$ cat config.mk
export PLATFORM = sky130hd
export DESIGN_NAME = nvm_erase_write_sequencer
export DESIGN_NICKNAME = d
export VERILOG_FILES = /design/src/logic/nvm_seq_pkg.sv /design/src/logic/nvm_erase_write_sequencer.sv
export SDC_FILE = /design/constraint.sdc
export NUM_CORES = 1
export LEC_CHECK = 0
export ABC_AREA = 1
export BUFFER_PORTS_ARGS = -buffer_cell sky130_fd_sc_hd__buf_2
export CORE_MARGIN = 2
export CORE_UTILIZATION = 45
export DETAILED_ROUTE_END_ITERATION = 7
export PLACE_DENSITY = 0.71
export SLEW_MARGIN = 5
export SYNTH_ARGS = -nofsm -noshare
export SYNTH_HDL_FRONTEND = slang
export SYNTH_SLANG_ARGS = --single-unit
$ cat constraint.sdc
create_clock -name hclk -period 4.7 [get_ports hclk]
set_input_delay 0.94 -clock hclk [delete_from_list [all_inputs] [get_ports hclk]]
set_output_delay 0.94 -clock hclk [all_outputs]
set_load 0.05 [all_outputs]
$ cat src/logic/nvm_seq_pkg.sv
// shared constants and types of the nonvolatile erase/write sequencer
package nvm_seq_pkg;

  // ****************************************************************
  // register indices (byte address is four times the index)
  // ****************************************************************
  localparam logic [3:0] IDX_COMMAND  = 4'h0;
  localparam logic [3:0] IDX_MAPPING  = 4'h1;
  localparam logic [3:0] IDX_STATUS   = 4'h2;
  localparam logic [3:0] IDX_INT_EN   = 4'h3;
  localparam logic [3:0] IDX_INT_FLAG = 4'h4;
  localparam logic [3:0] IDX_DATA     = 4'h6;
  localparam logic [3:0] IDX_ADDR     = 4'h8;
  localparam logic [3:0] IDX_UNLOCK   = 4'hc;

  // ****************************************************************
  // command field codes
  // ****************************************************************
  localparam logic [6:0] CMD_NONE       = 7'h00;
  localparam logic [6:0] CMD_NOP        = 7'h01;
  localparam logic [6:0] CMD_FL_WRITE   = 7'h02;
  localparam logic [6:0] CMD_FL_PAGE    = 7'h08;
  localparam logic [6:0] CMD_FL_MP_LO   = 7'h09;
  localparam logic [6:0] CMD_FL_MP_HI   = 7'h0d;
  localparam logic [6:0] CMD_EE_WRITE   = 7'h12;
  localparam logic [6:0] CMD_EE_ERWR    = 7'h13;
  localparam logic [6:0] CMD_EE_BYTE    = 7'h18;
  localparam logic [6:0] CMD_EE_MB_LO   = 7'h19;
  localparam logic [6:0] CMD_EE_MB_HI   = 7'h1d;
  localparam logic [6:0] CMD_CHIP_ERASE = 7'h20;
  localparam logic [6:0] CMD_EE_FULL    = 7'h30;

  // ****************************************************************
  // field layouts, reset values, codes
  // ****************************************************************
  localparam logic [7:0] MAP_RESET    = 8'h30;
  localparam int         MAP_LOCK_BIT = 7;
  localparam logic [7:0] MAP_FLMAP_M  = 8'h30;
  localparam logic [7:0] MAP_PROT_M   = 8'h87;
  localparam logic [2:0] ERR_NONE     = 3'h0;
  localparam logic [2:0] ERR_COLLIDE  = 3'h3;
  localparam logic [2:0] UNLOCK_INSTR = 3'h4;
  localparam logic [15:0] ERASED_DATA = 16'hffff;
  localparam logic [1:0] HTRANS_NSEQ  = 2'b10;

  typedef enum logic [1:0] {
    KEY_NONE = 2'h0,
    KEY_PMS  = 2'h1,
    KEY_IOR  = 2'h2
  } key_kind_t;

  typedef enum logic [3:0] {
    OP_FL_WRITE = 4'h0,
    OP_FL_ERASE = 4'h1,
    OP_EE_WRITE = 4'h2,
    OP_EE_ERWR  = 4'h3,
    OP_EE_ERASE = 4'h4,
    OP_EE_ALL   = 4'h5,
    OP_CHIP     = 4'h6
  } op_kind_t;

  // request carried to the memory arrays
  typedef struct packed {
    logic        active;
    op_kind_t    kind;
    logic [23:0] addr;
    logic [15:0] data;
    logic [2:0]  span;
    logic        word;
    logic        with_ee;
  } nvm_op_t;

endpackage : nvm_seq_pkg

$ cat src/logic/nvm_erase_write_sequencer.sv
// command sequencer of the nonvolatile memory controller, AHB-Lite slave
//
// Operation
// (RULE1) flash write mode accepts many stores; byte store, word store
// (RULE2) agent must erase before plain write; plain writes never erase
// (RULE3) page erase mode: each flash store erases the containing page
// (RULE4) cpu halted during every flash erase
// (RULE5) multi-page erase ignores low log2(size) page bits
// (RULE6) eeprom write: many stores, cpu halted on access while busy
// (RULE7) erase-write mode erases byte then writes stored value
// (RULE8) byte erase erases addressed byte only, reads back 0xff
// (RULE9) multi-byte erase ignores low log2(size) address bits
// (RULE10) new eeprom access while busy gets a bus wait
// (RULE11) chip erase clears flash and eeprom unless preserve fuse set
// (RULE12) locked device always erases eeprom on chip erase
// (RULE13) protection bits never block chip erase; all reads 0xff after
// (RULE14) chip erase only from programming/debug port
// (RULE15) full eeprom erase sets all bytes 0xff, halts cpu
// (RULE16) fuses untouched; enabled brownout detector held during chip erase
// (RULE17) reset aborts an ongoing write
// (RULE18) ready flag set whenever eeprom becomes ready
// (RULE19) irq while ready flag and enable set, until flag cleared
// (RULE20) sleep: controller sleeps unless eeprom busy, then clock kept
// (RULE21) ready interrupt wakes only from idle sleep
// (RULE22) protected register written only within four instructions of key
// (RULE23) command guarded by store key, mapping by io key
// (RULE24) seven-bit command field decode
// (RULE25) direct switch between active commands sets collision error
// (RULE26) software checks busy flags before writing a command
// (RULE27) store with no active command starts nothing
// (RULE28) writing one clears ready flag, zero leaves it
`timescale 1ns/1ps
module nvm_erase_write_sequencer
  import nvm_seq_pkg::*;
#(
  parameter int         PAGE_BITS = 9,
  parameter logic [7:0] KEY_PMS_V = 8'h5a,  // arbitrary unlock value
  parameter logic [7:0] KEY_IOR_V = 8'ha5   // arbitrary unlock value
) (
  // clock and reset
  input  wire logic        hclk,
  input  wire logic        hresetn,
  // ahb-lite slave
  input  wire logic        hsel,
  input  wire logic [31:0] haddr,
  input  wire logic [1:0]  htrans,
  input  wire logic        hwrite,
  input  wire logic [2:0]  hsize,
  input  wire logic [31:0] hwdata,
  input  wire logic        hready,
  output logic             hreadyout,
  output logic [31:0]      hrdata,
  output logic             hresp,
  // cpu access to arrays
  input  wire logic        instr_retire,
  input  wire logic        store_valid,
  input  wire logic        load_valid,
  input  wire logic        store_ee,
  input  wire logic        store_word,
  input  wire logic [23:0] store_addr,
  input  wire logic [15:0] store_data,
  output logic             access_wait,
  output logic             cpu_halt,
  // programming/debug port and device state
  input  wire logic        pdp_cmd_valid,
  input  wire logic [6:0]  pdp_cmd,
  input  wire logic        eeprom_preserve_fuse,
  input  wire logic        device_locked,
  input  wire logic        brownout_enabled,
  output logic             brownout_hold,
  // memory array
  output nvm_op_t          nvm_op,
  input  wire logic        nvm_op_done,
  // sleep and interrupt
  input  wire logic        sys_sleep,
  input  wire logic        sleep_idle,
  output logic             ctrl_sleep,
  output logic             clock_keep_on,
  output logic             irq,
  output logic             wake
);

  // ****************************************************************
  // state
  // ****************************************************************
  typedef enum logic [2:0] {
    SEQ_IDLE = 3'b001,
    SEQ_FL   = 3'b010,
    SEQ_EE   = 3'b100
  } seq_t;

  typedef struct packed {
    seq_t        seq;
    logic [6:0]  cmd;
    logic [2:0]  err;
    logic [7:0]  map;
    logic        int_en;
    logic        rdy_flag;
    key_kind_t   key;
    logic [2:0]  key_cnt;
    nvm_op_t     op;
    logic        halt;
    logic        wt;
    logic        brownout_detector;
    logic [23:0] last_addr;
    logic [15:0] last_data;
    logic        wr_pend;
    logic [3:0]  wr_idx;
    logic [31:0] rdata;
    logic        irq;
    logic        wake;
    logic        csleep;
    logic        ckeep;
  } state_t;

  state_t st_reg;
  state_t st_next;

  function automatic logic [23:0] mask_low(input logic [23:0] a,
                                           input int n);
    logic [23:0] m;
    m = '1;
    m = m << n;
    return a & m;
  endfunction : mask_low

  function automatic logic is_idle_cmd(input logic [6:0] c);
    return (c == CMD_NONE) || (c == CMD_NOP);
  endfunction : is_idle_cmd

  // (RULE24) legal codes only
  function automatic logic is_legal_cmd(input logic [6:0] c);
    return is_idle_cmd(c) || c == CMD_FL_WRITE || c == CMD_FL_PAGE ||
           (c >= CMD_FL_MP_LO && c <= CMD_FL_MP_HI) ||
           c == CMD_EE_WRITE || c == CMD_EE_ERWR || c == CMD_EE_BYTE ||
           (c >= CMD_EE_MB_LO && c <= CMD_EE_MB_HI) ||
           c == CMD_CHIP_ERASE || c == CMD_EE_FULL;
  endfunction : is_legal_cmd

  logic        addr_ok;
  logic [3:0]  a_idx;
  logic        busy;
  logic        ee_ready_ev;
  logic [2:0]  span;
  logic [6:0]  wcmd;

  assign a_idx   = haddr[5:2];
  assign addr_ok = hsel && hready && htrans == HTRANS_NSEQ;

  always_comb begin
    st_next     = st_reg;
    busy        = st_reg.seq != SEQ_IDLE;
    ee_ready_ev = 1'b0;
    span        = 3'h0;
    wcmd        = hwdata[6:0];

    // ************************************************************
    // unlock window
    // ************************************************************
    // (RULE22) window counts down on retired instructions
    if (st_reg.key_cnt != 3'h0 && instr_retire) begin
      st_next.key_cnt = st_reg.key_cnt - 3'h1;
      if (st_reg.key_cnt == 3'h1) begin
        st_next.key = KEY_NONE;
      end
    end

    // ************************************************************
    // ahb write data phase
    // ************************************************************
    if (st_reg.wr_pend) begin
      unique case (st_reg.wr_idx)
        IDX_COMMAND: begin
          // (RULE23) command needs the store key
          if (st_reg.key == KEY_PMS && st_reg.key_cnt != 3'h0 &&
              is_legal_cmd(wcmd)) begin
            st_next.key     = KEY_NONE;
            st_next.key_cnt = 3'h0;
            // (RULE25) direct active-to-active switch
            if (!is_idle_cmd(st_reg.cmd) && !is_idle_cmd(wcmd) &&
                wcmd != st_reg.cmd) begin
              st_next.err = ERR_COLLIDE;
            end else begin
              st_next.err = ERR_NONE;
            end
            // (RULE14) chip erase refused from the cpu bus
            if (wcmd != CMD_CHIP_ERASE) begin
              st_next.cmd = wcmd;
            end
            // (RULE15) full eeprom erase starts on the write
            if (wcmd == CMD_EE_FULL && !busy) begin
              st_next.seq        = SEQ_EE;
              st_next.op.active  = 1'b1;
              st_next.op.kind    = OP_EE_ALL;
              st_next.op.data    = ERASED_DATA;
              st_next.op.with_ee = 1'b1;
              st_next.halt       = 1'b1;
            end
          end
        end
        IDX_MAPPING: begin
          // flash window field is unprotected unless locked
          if (!st_reg.map[MAP_LOCK_BIT]) begin
            st_next.map = (st_next.map & ~MAP_FLMAP_M) |
                          (hwdata[7:0] & MAP_FLMAP_M);
          end
          // (RULE23) protection bits need the io key, set-only
          if (st_reg.key == KEY_IOR && st_reg.key_cnt != 3'h0) begin
            st_next.map     = st_next.map | (hwdata[7:0] & MAP_PROT_M);
            st_next.key     = KEY_NONE;
            st_next.key_cnt = 3'h0;
          end
        end
        IDX_INT_EN: begin
          st_next.int_en = hwdata[0];
        end
        IDX_INT_FLAG: begin
          // (RULE28) write one clears
          if (hwdata[0]) begin
            st_next.rdy_flag = 1'b0;
          end
        end
        IDX_UNLOCK: begin
          // (RULE22) key opens a four-instruction window
          if (hwdata[7:0] == KEY_PMS_V) begin
            st_next.key     = KEY_PMS;
            st_next.key_cnt = UNLOCK_INSTR;
          end else if (hwdata[7:0] == KEY_IOR_V) begin
            st_next.key     = KEY_IOR;
            st_next.key_cnt = UNLOCK_INSTR;
          end
        end
        default: begin
        end
      endcase
    end

    // ************************************************************
    // chip erase from the debug port
    // ************************************************************
    // (RULE14) only this port can start it
    if (pdp_cmd_valid && pdp_cmd == CMD_CHIP_ERASE && !busy) begin
      st_next.seq        = SEQ_FL;
      st_next.op.active  = 1'b1;
      st_next.op.kind    = OP_CHIP;
      // (RULE13) protection bits ignored
      st_next.op.data    = ERASED_DATA;
      st_next.halt       = 1'b1;
      // (RULE11) (RULE12) eeprom kept only when unlocked and fused
      st_next.op.with_ee = device_locked || !eeprom_preserve_fuse;
      // (RULE16) brownout level held through the erase
      st_next.brownout_detector        = brownout_enabled;
    end

    // ************************************************************
    // stores to the arrays
    // ************************************************************
    // (RULE10) taken only when no wait is shown
    if (store_valid && !st_reg.wt && !busy) begin
      st_next.last_addr = store_addr;
      st_next.last_data = store_data;
      st_next.op.addr   = store_addr;
      st_next.op.data   = store_data;
      st_next.op.word   = store_word;
      st_next.op.span   = 3'h0;
      if (!store_ee) begin
        // (RULE1) byte or word write
        if (st_reg.cmd == CMD_FL_WRITE) begin
          st_next.seq       = SEQ_FL;
          st_next.op.active = 1'b1;
          st_next.op.kind   = OP_FL_WRITE;
        end else if (st_reg.cmd == CMD_FL_PAGE ||
                     (st_reg.cmd >= CMD_FL_MP_LO &&
                      st_reg.cmd <= CMD_FL_MP_HI)) begin
          // (RULE3) (RULE5) page or aligned page group
          if (st_reg.cmd != CMD_FL_PAGE) begin
            span = st_reg.cmd[2:0] - CMD_FL_PAGE[2:0];
          end
          st_next.seq       = SEQ_FL;
          st_next.op.active = 1'b1;
          st_next.op.kind   = OP_FL_ERASE;
          st_next.op.span   = span;
          st_next.op.addr   = mask_low(store_addr,
                                       PAGE_BITS + int'(span));
          st_next.op.data   = ERASED_DATA;
          // (RULE4) halt for flash erase
          st_next.halt      = 1'b1;
        end
      end else begin
        if (st_reg.cmd == CMD_EE_WRITE || st_reg.cmd == CMD_EE_ERWR) begin
          // (RULE6) (RULE7) one byte, cpu keeps running
          st_next.seq       = SEQ_EE;
          st_next.op.active = 1'b1;
          st_next.op.word   = 1'b0;
          st_next.op.kind   = (st_reg.cmd == CMD_EE_ERWR) ? OP_EE_ERWR
                                                          : OP_EE_WRITE;
        end else if (st_reg.cmd == CMD_EE_BYTE ||
                     (st_reg.cmd >= CMD_EE_MB_LO &&
                      st_reg.cmd <= CMD_EE_MB_HI)) begin
          // (RULE8) (RULE9) byte or aligned group, data forced erased
          if (st_reg.cmd != CMD_EE_BYTE) begin
            span = st_reg.cmd[2:0] - CMD_EE_BYTE[2:0];
          end
          st_next.seq       = SEQ_EE;
          st_next.op.active = 1'b1;
          st_next.op.word   = 1'b0;
          st_next.op.kind   = OP_EE_ERASE;
          st_next.op.span   = span;
          st_next.op.addr   = mask_low(store_addr, int'(span));
          st_next.op.data   = ERASED_DATA;
        end
        // (RULE27) any other command starts nothing
      end
    end

    // ************************************************************
    // completion
    // ************************************************************
    if (busy && st_reg.op.active && nvm_op_done) begin
      st_next.seq       = SEQ_IDLE;
      st_next.op.active = 1'b0;
      st_next.halt      = 1'b0;
      st_next.brownout_detector       = 1'b0;
      ee_ready_ev = (st_reg.seq == SEQ_EE) || st_reg.op.with_ee;
    end
    // (RULE18) set wins over a same-cycle clear
    if (ee_ready_ev) begin
      st_next.rdy_flag = 1'b1;
    end

    // (RULE6) (RULE10) wait any array access while an op runs
    st_next.wt = st_next.seq != SEQ_IDLE;

    // ************************************************************
    // outputs, sleep, interrupt
    // ************************************************************
    // (RULE19) level until flag cleared
    st_next.irq    = st_next.rdy_flag && st_next.int_en;
    // (RULE21) wake from idle sleep only
    st_next.wake   = st_next.irq && sys_sleep && sleep_idle;
    // (RULE20) clock kept while eeprom op pending
    st_next.ckeep  = sys_sleep && st_next.seq == SEQ_EE;
    st_next.csleep = sys_sleep && st_next.seq != SEQ_EE;

    // ************************************************************
    // ahb address phase
    // ************************************************************
    st_next.wr_pend = addr_ok && hwrite;
    st_next.wr_idx  = a_idx;
    if (addr_ok && !hwrite) begin
      unique case (a_idx)
        IDX_COMMAND:  st_next.rdata = {25'h0, st_reg.cmd};
        IDX_MAPPING:  st_next.rdata = {24'h0, st_reg.map};
        IDX_STATUS:   st_next.rdata = {25'h0, st_reg.err, 2'h0,
                                       st_reg.seq == SEQ_EE,
                                       st_reg.seq == SEQ_FL};
        IDX_INT_EN:   st_next.rdata = {31'h0, st_reg.int_en};
        IDX_INT_FLAG: st_next.rdata = {31'h0, st_reg.rdy_flag};
        IDX_DATA:     st_next.rdata = {16'h0, st_reg.last_data};
        IDX_ADDR:     st_next.rdata = {8'h0, st_reg.last_addr};
        default:      st_next.rdata = 32'h0;
      endcase
    end
  end

  // (RULE17) reset drops the active request, aborting the array
  always_ff @(posedge hclk or negedge hresetn) begin
    if (!hresetn) begin
      st_reg     <= '0;
      st_reg.seq <= SEQ_IDLE;
      st_reg.map <= MAP_RESET;
      st_reg.key <= KEY_NONE;
    end else begin
      st_reg <= st_next;
    end
  end

  logic ready_reg;
  always_ff @(posedge hclk or negedge hresetn) begin
    if (!hresetn) begin
      ready_reg <= 1'b0;
    end else begin
      ready_reg <= 1'b1;
    end
  end

  assign hreadyout     = ready_reg;
  assign hresp         = 1'b0;
  assign hrdata        = st_reg.rdata;
  assign access_wait   = st_reg.wt;
  assign cpu_halt      = st_reg.halt;
  assign brownout_hold = st_reg.brownout_detector;
  assign nvm_op        = st_reg.op;
  assign irq           = st_reg.irq;
  assign wake          = st_reg.wake;
  assign ctrl_sleep    = st_reg.csleep;
  assign clock_keep_on = st_reg.ckeep;
endmodule : nvm_erase_write_sequencer

==> summary.txt <==
CTS
  • Htree depth: 4
  • CTS resizes: 0
  • Clock slew at reported path FFs: 60 ps
  • Clock root buffer: clkbuf_16
  • TritonCTS Buffers: 17
  • CTS max path bufs: 2
  • Clock Latency Late Sink: 430 ps
  • Post-CTS setup buffers: 0
  • # clock sinks: 151
  • CTS tree: built
  • Hold_buf cts: 0

Final layout
  • Ratio of cells with drive above 1 in the final layout: 22.10%
  • Area grow syn2layout: 12.77%
  • Number of flip-flops under the largest register name: 69
  • Register area: 0.003782 mm2
  • Multi-input gate area in the final layout: 0.002671 mm2
  • Final net count: 1113
  • Finished Layout Cells: 1203
  • Number of fillers in the final layout: 1561

Synth
  • Synth unique cells: 51
  • Synth top area share: 48.97%
  • Post-synthesis cell area: 0.007564 mm2
  • Gate Count Post-Synth: 893
  • Avg Inst Size Synth: 8.470 um2
  • Flops & latches, synth: 151
  • Cell taking the most area after synthesis: dfrtp_1
  • Post-synth ARST share: 100.0%
  • EDFF count, synth: 0
  • Count leader, synth: nand2_1
  • Ys Warns: 0
  • Main synth FF type: dfrtp_1
  • Synth top area cells: dfrtp_1 49%, nand2_1 11%, buf_4 8.3%, inv_1 4.6%, o21ai_0 3.8%
  • Post-synthesis sequential area ratio: 50.01%
  • Post-synth top cells: 214 x nand2_1, 148 x dfrtp_1, 93 x inv_1

Pwr
  • VDD IR max: 0.0002594 V
  • Leak Pwr: 4.712 nW
  • Net Switching: 0.7787 mW
  • Sequential Power Share: 44.3%
  • Cell Pwr Density: 360.0 mW/mm2
  • Logic gate share of total power: 9.8%
  • Sw Ratio: 25.36%
  • Int Pwr: 2.292 mW
  • Clock power frac: 45.8%

Placement
  • Port-buffer cells: 158
  • RD Place Congestion: 0.8564
  • DP Cell Count: 1171
  • Dpl ws: 1830 ps
  • Post-DP HPWL: 13340 um

Floorplanning
  • Die W: 133.6 um
  • Initial Util: 45.77%
  • Top Ports: 224
  • Core ar.: 0.01652 mm2
  • Die height: 133.6 um
  • Die Footprint: 0.01786 mm2
  • Rows: 47

STA
  • Setup_tns: 0 ps
  • Max Fclk: 390.8 MHz
  • Slack of the critical path: 2141 ps
  • RSZ-0062 raised after global routing: false
  • Final hold vios: 0
  • Final critical-path required period: 2559 ps
  • # setup viols final: 0
  • Worst clock skew: 8.440 ps
  • Fin. max-slew vios: 0
  • Tightest Pin Transition: 1043 ps
  • Slew HR: 29.75%
  • Final period util: 54.44%

GRT
  • Initial antenna violation count: 0
  • Total grt overflow: 0
  • Global Route Usage Sum: 21.54%
  • Vias in the first global route: 5685
  • Largest net degree at the start of global routing: 88
  • First-pass GRT wire length: 29970 um

Job
  • Max Cap Violations: 0

Worst setup path
  • Worst setup SP type: flop
  • Top delay family on crit path: buffers and inverters
  • Worst endpoint required time: 5030 ps
  • CP arrival: 2890 ps
  • Setup CP Type: reg2reg
  • Worst setup EP type: flop
  • Buf/Inv on CP: 3
  • Slowest stage delay, CP: 600 ps
  • Critical path cell sequence: nand3_1 > inv_1 > nand2_2 > inv_2 > buf_4 > nand2_1 > o31ai_1
  • Critical-path maximum fanout: 44
  • R2R setup slack: 2140 ps
  • CP max stage cell: inv_2

Detailed routing
  • Initial DRC Count: 419
  • ANT nets after route: 0
  • Routed wire per std cell: 15.40 um
  • Via/cell ratio: 5.014
  • DRC viols: 0
  • Detailed Routing Iterations Pass 1: 6
  • Total Wirelength: 18520 um
  • Vias: 6032

Run status
  • Outcome: completed

Hold path
  • Hold Crit Class: reg2reg
cell type report:
type	count	share of cell area, %
diodes	1	0.02934
clock buffers	21	5.398
clock inverters	10	1.672
inverters	96	4.225
multi-input cells	541	31.32
flip-flops and latches	151	44.35
well taps	220	3.227
repair buffers	163	9.784
per-stage QoR:
| step | hold WS [ps] | power (mW) | cell area (um2) | util (%) |
|---|---|---|---|---|
| after floorplan | 443.6 | 1.606 | 7594 | - |
| after global placement | 456.5 | 1.685 | 7924 | 47.95 |
| after detailed placement | 460.0 | 1.690 | 7924 | 47.95 |
| after CTS | 477.1 | 3.099 | 8527 | 51.60 |
| after global routing | 495.9 | 3.196 | 8527 | 51.60 |
| final | 471.9 | 3.070 | 8529 | 51.62 |
layer usage:
layer	global-route usage, %	routed length [um]	part of all wire [%]	vias up
met5	0	0	0	-
met4	5.142	209	1.1	0
met3	4.985	1122	6.1	17
met2	33.05	8485	46	206
met1	31.16	8705	47	2850
li1	-	-	-	2959
cell usage in the layout (no fill, tap or decap), types with 2 or more instances in the layout:
cell and instances:
a22o_1 3, nand3b_1 2, o22ai_1 11, nand2_1 213
or2_1 2, nor2_4 3, clkbuf_8 2, o31ai_1 13
xor2_1 3, clkbuf_16 17, o211ai_1 5, conb_1 10
dfrtp_1 148, nor3_1 28, buf_2 157, ha_1 10
buf_4 5, o21ai_0 58, nand3_1 37, nand3_2 4
inv_2 4, inv_1 92, clkinv_2 2, nand2_2 2
nand4_1 9, a31oi_1 4, nor2_2 3, bufinv_16 3
inv_6 3, xnor2_1 3, clkbuf_1 2, nor2_1 64
o21bai_1 3, and2_1 2, a221oi_1 3, dfstp_2 3
a21oi_1 30
worst paths after layout:
kind,startpoint,endpoint,cells after the start
hold / removal,nvm_op[43]$_DFFE_PN0P_,nvm_op[43]$_DFFE_PN0P_,2
hold reg to reg,nvm_op[43]$_DFFE_PN0P_,nvm_op[43]$_DFFE_PN0P_,2
max in group asynchronous,hresetn,nvm_op[31]$_DFFE_PN0P_,2
setup / recovery,st_reg[159]$_DFF_PN1_,nvm_op[21]$_DFFE_PN0P_,7
setup reg to reg,st_reg[159]$_DFF_PN1_,nvm_op[21]$_DFFE_PN0P_,7
min in group asynchronous,hresetn,hrdata[18]$_DFFE_PN0P_,1
logic make-up after synthesis:
| kind of cell | count (synthesis) | share of synthesized area (%) |
|---|---|---|
| other | 2 | 0.09929 |
| and+or+nand+nor | 375 | 21.39 |
| DFF | 151 | 50.01 |
| adders and majority gates | 10 | 1.654 |
| xor gates and xnor gates | 6 | 0.6949 |
| AOI/OAI and AO/OA | 139 | 10.92 |
| muxes | 1 | 0.1323 |
| buffers and inverters | 209 | 15.10 |
power groups by stage:
stage | Sequential, mW | Clock, mW | Combinational [mW]
2_1_floorplan | 1.39 | 0 | 0.217
3_3_place_gp | 1.38 | 0 | 0.301
3_5_place_dp | 1.38 | 0 | 0.305
4_1_cts | 1.36 | 1.43 | 0.306
5_1_grt | 1.37 | 1.49 | 0.337
6_report | 1.36 | 1.41 | 0.302
tightest hold or removal path, cell delays in order, from the launching register on:
cell and delay, ps:
dfrtp_1 340, nand2_1 50, nand2_1 50
(Power assumes the default switching activity.)
